===== src/hdl/gpa_pkg.sv =====
// Package for the general-purpose pin port: register map, reset values, carriers
// Notes on behaviour
// - Function bit 7 set drives pin 7 with the host interrupt request, else plain I/O.
// - Function bit 6 governs pins 6 and 5; set gives sync pulse on 5, 6 reserved.
// - Function register resets to zero; bits 5 to 0 read back as zero.
// - Pin 1 shows antenna line direction in single-pin mode: 1 device drives antenna.
// - Pin 0 becomes the antenna link input in two-pin mode, else plain I/O.
// - Output data bits set driven pin levels for pins 7-2 and 0; reset zero.
// - Direction bit 0 means output, 1 means input; register resets to all ones.
// - Input data register returns sampled pin levels; bit 1 reads zero.
package gpa_pkg;

    localparam logic [7:0] GPA_OFF_FSEL = 8'h4F;
    localparam logic [7:0] GPA_OFF_DOUT = 8'h50;
    localparam logic [7:0] GPA_OFF_DIR = 8'h51;
    localparam logic [7:0] GPA_OFF_DIN = 8'h52;

    localparam logic [7:0] GPA_RST_FSEL = 8'h00;
    localparam logic [7:0] GPA_RST_DOUT = 8'h00;
    localparam logic [7:0] GPA_RST_DIR = 8'hFF;

    localparam logic [7:0] GPA_FSEL_MASK = 8'hC0;
    localparam logic [7:0] GPA_DIN_MASK = 8'hFD;
    localparam logic [7:0] GPA_UNMAPPED = 8'h00;

    localparam int GPA_BIT_PIN7_SEL = 7;
    localparam int GPA_BIT_PIN65_SEL = 6;

    typedef struct packed {
        logic rd;
        logic wr;
        logic [7:0] addr;
        logic [7:0] wdata;
    } gpa_req_t;

    typedef struct packed {
        logic en;
        logic oe;
        logic val;
    } gpa_alt_t;

endpackage


===== src/hdl/gpa_port.sv =====
// General-purpose pin port with alternate functions and host registers
`timescale 1ns/1ps
module gpa_port
    import gpa_pkg::*;
(
    input wire logic clk,
    input wire logic rst,
    input wire gpa_req_t req,
    output logic [7:0] rdata,
    output logic rvalid,
    input wire logic [7:0] pin_in,
    output logic [7:0] pin_out,
    output logic [7:0] pin_oe,
    input wire logic host_interrupt_request,
    input wire logic sync_pulse_out,
    input wire logic ant_two_pin_mode,
    input wire logic ant_dev_drives,
    output logic antenna_link_input
);
    logic [7:0] fsel_r;
    logic [7:0] dout_r;
    logic [7:0] dir_r;
    logic [7:0] in_sample_r;
    logic [7:0] rdata_r;
    logic rvalid_r;
    logic [7:0] pin_out_r;
    logic [7:0] pin_oe_r;
    logic ant_in_r;

    wire wr_fsel = req.wr && (req.addr == GPA_OFF_FSEL);
    wire wr_dout = req.wr && (req.addr == GPA_OFF_DOUT);
    wire wr_dir = req.wr && (req.addr == GPA_OFF_DIR);
    wire sel7 = fsel_r[GPA_BIT_PIN7_SEL];
    wire sel65 = fsel_r[GPA_BIT_PIN65_SEL];

    // Only the two select bits are stored; the rest stay zero
    wire [7:0] fsel_nxt = wr_fsel ? (req.wdata & GPA_FSEL_MASK) : fsel_r;
    wire [7:0] dout_nxt = wr_dout ? req.wdata : dout_r;
    wire [7:0] dir_nxt = wr_dir ? req.wdata : dir_r;

    // Per-pin alternate sources
    gpa_alt_t alt [8];
    assign alt[7] = '{en: sel7, oe: 1'h1, val: host_interrupt_request};
    assign alt[6] = '{en: sel65, oe: 1'h0, val: 1'h0};
    assign alt[5] = '{en: sel65, oe: 1'h1, val: sync_pulse_out};
    assign alt[4] = '{en: 1'h0, oe: 1'h0, val: 1'h0};
    assign alt[3] = '{en: 1'h0, oe: 1'h0, val: 1'h0};
    assign alt[2] = '{en: 1'h0, oe: 1'h0, val: 1'h0};
    // Pin 1 never serves plain I/O; it drives only in single-pin antenna mode
    assign alt[1] = '{en: 1'h1, oe: ~ant_two_pin_mode, val: ant_dev_drives};
    // In two-pin mode pin 0 is released and listened to
    assign alt[0] = '{en: ant_two_pin_mode, oe: 1'h0, val: 1'h0};

    logic [7:0] pin_out_nxt;
    logic [7:0] pin_oe_nxt;

    genvar gi;
    generate
        for (gi = 0; gi < 8; gi++) begin : g_pin
            gpa_pin_cell u_cell (
                .alt(alt[gi]),
                .gp_dir(dir_r[gi]),
                .gp_data(dout_r[gi]),
                .pin_val(pin_out_nxt[gi]),
                .pin_en(pin_oe_nxt[gi])
            );
        end
    endgenerate

    // Register read selection; unmapped offsets answer zero
    wire [7:0] rdata_nxt =
        (req.addr == GPA_OFF_FSEL) ? (fsel_r & GPA_FSEL_MASK) :
        (req.addr == GPA_OFF_DOUT) ? dout_r :
        (req.addr == GPA_OFF_DIR) ? dir_r :
        (req.addr == GPA_OFF_DIN) ? (in_sample_r & GPA_DIN_MASK) :
        GPA_UNMAPPED;

    always_ff @(posedge clk) begin
        if (rst) begin
            fsel_r <= GPA_RST_FSEL;
            dout_r <= GPA_RST_DOUT;
            dir_r <= GPA_RST_DIR;
        end else begin
            fsel_r <= fsel_nxt;
            dout_r <= dout_nxt;
            dir_r <= dir_nxt;
        end
    end

    always_ff @(posedge clk) begin
        if (rst) begin
            rdata_r <= 8'h00;
            rvalid_r <= 1'h0;
        end else begin
            rdata_r <= req.rd ? rdata_nxt : 8'h00;
            rvalid_r <= req.rd;
        end
    end

    always_ff @(posedge clk) begin
        if (rst) begin
            in_sample_r <= 8'h00;
            ant_in_r <= 1'h0;
            pin_out_r <= 8'h00;
            pin_oe_r <= 8'h00;
        end else begin
            in_sample_r <= pin_in;
            ant_in_r <= ant_two_pin_mode ? pin_in[0] : 1'h0;
            pin_out_r <= pin_out_nxt;
            pin_oe_r <= pin_oe_nxt;
        end
    end

    assign rdata = rdata_r;
    assign rvalid = rvalid_r;
    assign pin_out = pin_out_r;
    assign pin_oe = pin_oe_r;
    assign antenna_link_input = ant_in_r;
endmodule


===== src/hdl/gpa_pin_cell.sv =====
// One pin's source selection between plain I/O and its alternate function
`timescale 1ns/1ps
module gpa_pin_cell
    import gpa_pkg::*;
(
    input wire gpa_alt_t alt,
    input wire logic gp_dir,
    input wire logic gp_data,
    output logic pin_val,
    output logic pin_en
);
    // Alternate source wins over data and direction bits
    assign pin_val = alt.en ? alt.val : gp_data;
    assign pin_en = alt.en ? alt.oe : ~gp_dir;
endmodule


===== config.mk =====
export PLATFORM = sky130hd
export DESIGN_NAME = gpa_port
export DESIGN_NICKNAME = d
export VERILOG_FILES = /design/src/hdl/gpa_pkg.sv /design/src/hdl/gpa_port.sv /design/src/hdl/gpa_pin_cell.sv
export SDC_FILE = /design/constraint.sdc
export NUM_CORES = 1
export LEC_CHECK = 0
export ABC_AREA = 1
export BUFFER_PORTS_ARGS = -buffer_cell sky130_fd_sc_hd__buf_2
export CORE_UTILIZATION = 30
export DETAILED_ROUTE_END_ITERATION = 8
export PLACE_DENSITY = 0.6
export SYNTH_ARGS = -nofsm -noshare
export SYNTH_HDL_FRONTEND = slang
export SYNTH_SLANG_ARGS = --single-unit

===== constraint.sdc =====
create_clock -name clk -period 2.4 [get_ports clk]
set_input_delay 0.24 -clock clk [delete_from_list [all_inputs] [get_ports clk]]
set_output_delay 0.24 -clock clk [all_outputs]
set_load 0.01 [all_outputs]

==> results.md <==
* YS warnings at 0
* Root Buffer: clkbuf_8
* Boundary Pins at 58
* Die Height at 82.97 µm
* Max Slew Vio Count at 0
* Leak at 1.329 nW
* Power Density at 593.7 nW/µm²
* CTS buffer count at 5
* DR WL/cell at 11.19 µm
* Yosys top cell by area: dfxtp_1
* Core Region at 6350 µm²
* H-tree depth at 2
* Initial antenna violation count at 0
* Post-route clock period utilization at 49.27%
* CP Max Fanout at 23
* Proportion of layout cells with a drive suffix above 1 at 26.30%
* Hold_buf cts at 0
* Die area at 6884 µm²
* Run status: finished clean
* Post-route ant nets at 0
* Vias in the first global route at 1,607
* Peak Freq at 845.7 MHz
* Clk sinks at 51
* Worst-Skew Late Latency at 0.30 ns
* DRT Wirelength at 4.309 mm
* Arr. time, crit path at 1.35 ns
* R2R setup slack at 1.66 ns
* DRC at 0
* Area Growth Syn to Fin at 21.18%
* Post-DP Area at 2307 µm²
* Final Skew at 0.004768 ns
* Min Tclk post-route at 1.182 ns
* Via count at 1,662
* First-pass GRT wire length at 7.279 mm
* Worst Setup Path Type: in -> reg
* CTS tree: built
* Nets at 341
* Worst endpoint required time at 2.57 ns
* Yosys top cell area share at 51.91%
* Fin. Hold Viols at 0
* Post-Syn Area per Cell at 7.805 µm²
* Post-Syn Instances at 252
* Worst hold start: ant_two_pin_mode
* Iter 0 DRT Violations at 86
* Final setup margin at 1.218 ns
* Most area-consuming cells after synthesis: dfxtp_1 52%, nor2_1 9.7%, nand2_1 9.5%, nand3_1 8.1%, inv_1 5.0%
* GRT Total Usage at 13.20%
* Post-CTS setup buffers at 0
* Reg-to-Reg Start: fsel_r[6]
* DP Worst Slack at 0.9057 ns
* Post-CTS resize count at 0
* Width of the die at 82.97 µm
* Largest net degree at the start of global routing at 25
* Commonest non-fill, non-tap cell in the layout: buf_2
* # diodes at 0
* # setup viols final at 0
* Slew Limit Headroom at 60.87%
* Max-Cap Viols at 0
* RSZ-0062 raised after global routing: no
* DR vias/cell at 4.317
* Syn Nets at 284
* Max clock buf depth at 2
* Register area share after synthesis at 51.91%
* Worst IR drop on VDD at 303.9 µV
* Crit end category: register
* Synth unique cells at 21
* Clock slew at reported path FFs at 0.08 ns
* Cell area after layout at 2384 µm²
* Synth Cell Area at 1967 µm²
* Detailed-placement wirelength estimate at 2.939 mm
* Least-Margin Pin Slew at 0.5833 ns
* # port buffers at 56
* HP Class: in -> reg
* Crit path launch: req[15]
* Crit path launch type: input pin
* #FFs+latches synth at 51
* Most frequent cells in the layout: 56 x buf_2, 51 x nor2_1, 51 x dfxtp_1, 50 x nand2_1, 32 x nand3_1
* Total iterations of the first detailed-routing run at 4
* Total power at 1.415 mW
* Initial core utilization at 30.98%
* Total gr overflow at 0
* Setup TNS at 0 ns
* Final RePlAce weighted congestion at 0.7709
* Core Rows at 29
## layer usage
metal  part of all wire (%)  vias to the layer above  wire (µm)  GRT usage, %
met4                   0.35                        0         15         3.762
met2                     47                       40       2044         22.58
met5                      0                        -          0             0
met3                    4.4                        2        191         3.678
li1                       -                      881          -             -
met1                     48                      739       2058         16.16
## Yosys cell counts
library cell	count
nor2_2	1
buf_6	1
nand2_4	2
nand2_2	5
o21ai_0	4
nor2_8	4
inv_2	4
nand3_4	1
clkbuf_1	2
a21oi_1	6
clkinv_1	1
inv_4	1
dfxtp_1	51
buf_4	2
nand2_1	50
inv_1	26
buf_2	2
nand3_1	32
nor2_1	51
nor3_1	4
nand4_1	2
## worst max-delay path: stages
cell     delay (ns)
buf_2          0.10
inv_1          0.06
nand2_2        0.09
nor2_8         0.34
nand2_4        0.11
nor2_8         0.20
inv_4          0.09
nand2_1        0.07
nand3_1        0.06
## layout make-up
class / instances / area, µm²
sequential: 51 / 1021
clock inverter: 1 / 7.507
clock buffer: 5 / 68.82
fill: 675 / 3966
timing repair buffer: 57 / 287.8
tap: 77 / 96.34
multi-input combinational: 162 / 779.5
inverter: 32 / 122.6
## metrics by stage
step                hold WS [ns]  instances  utilization (%)
CTS                       0.1122        385            37.54
detailed placement        0.4339        379            36.34
floorplan                 0.3067        252                -
global placement          0.4377        379            36.34
global route              0.1346        385            37.54
finish                    0.1304        385            37.54
## power breakdown
part	switching [mW]	internal [mW]	total, mW
clock network	0.266	0.194	0.460
logic	0.0616	0.0348	0.0964
registers	0.00289	0.856	0.859
## registers in the layout, indices dropped and copies added, names as in the netlist
signal	flops
dir_r	8
dout_r	8
pin_oe	8
pin_out	8
rdata	8
in_sample_r	7
fsel_r	2
antenna_link_input	1
rvalid	1
## worst paths after layout
check         endpoint  cells past startpoint
max           dir_r[5]                      9
max reg2reg  fsel_r[6]                      4
min          pin_oe[1]                      2
min reg2reg  pin_oe[3]                      1
## cells by family after synthesis
logic type | Yosys count | synth area share [%]
and+or+nand+nor | 152 | 37.09
DFF | 51 | 51.91
buffers and inverters | 39 | 8.460
AOI/OAI and AO/OA | 10 | 2.545
(Power assumes the default switching activity.)
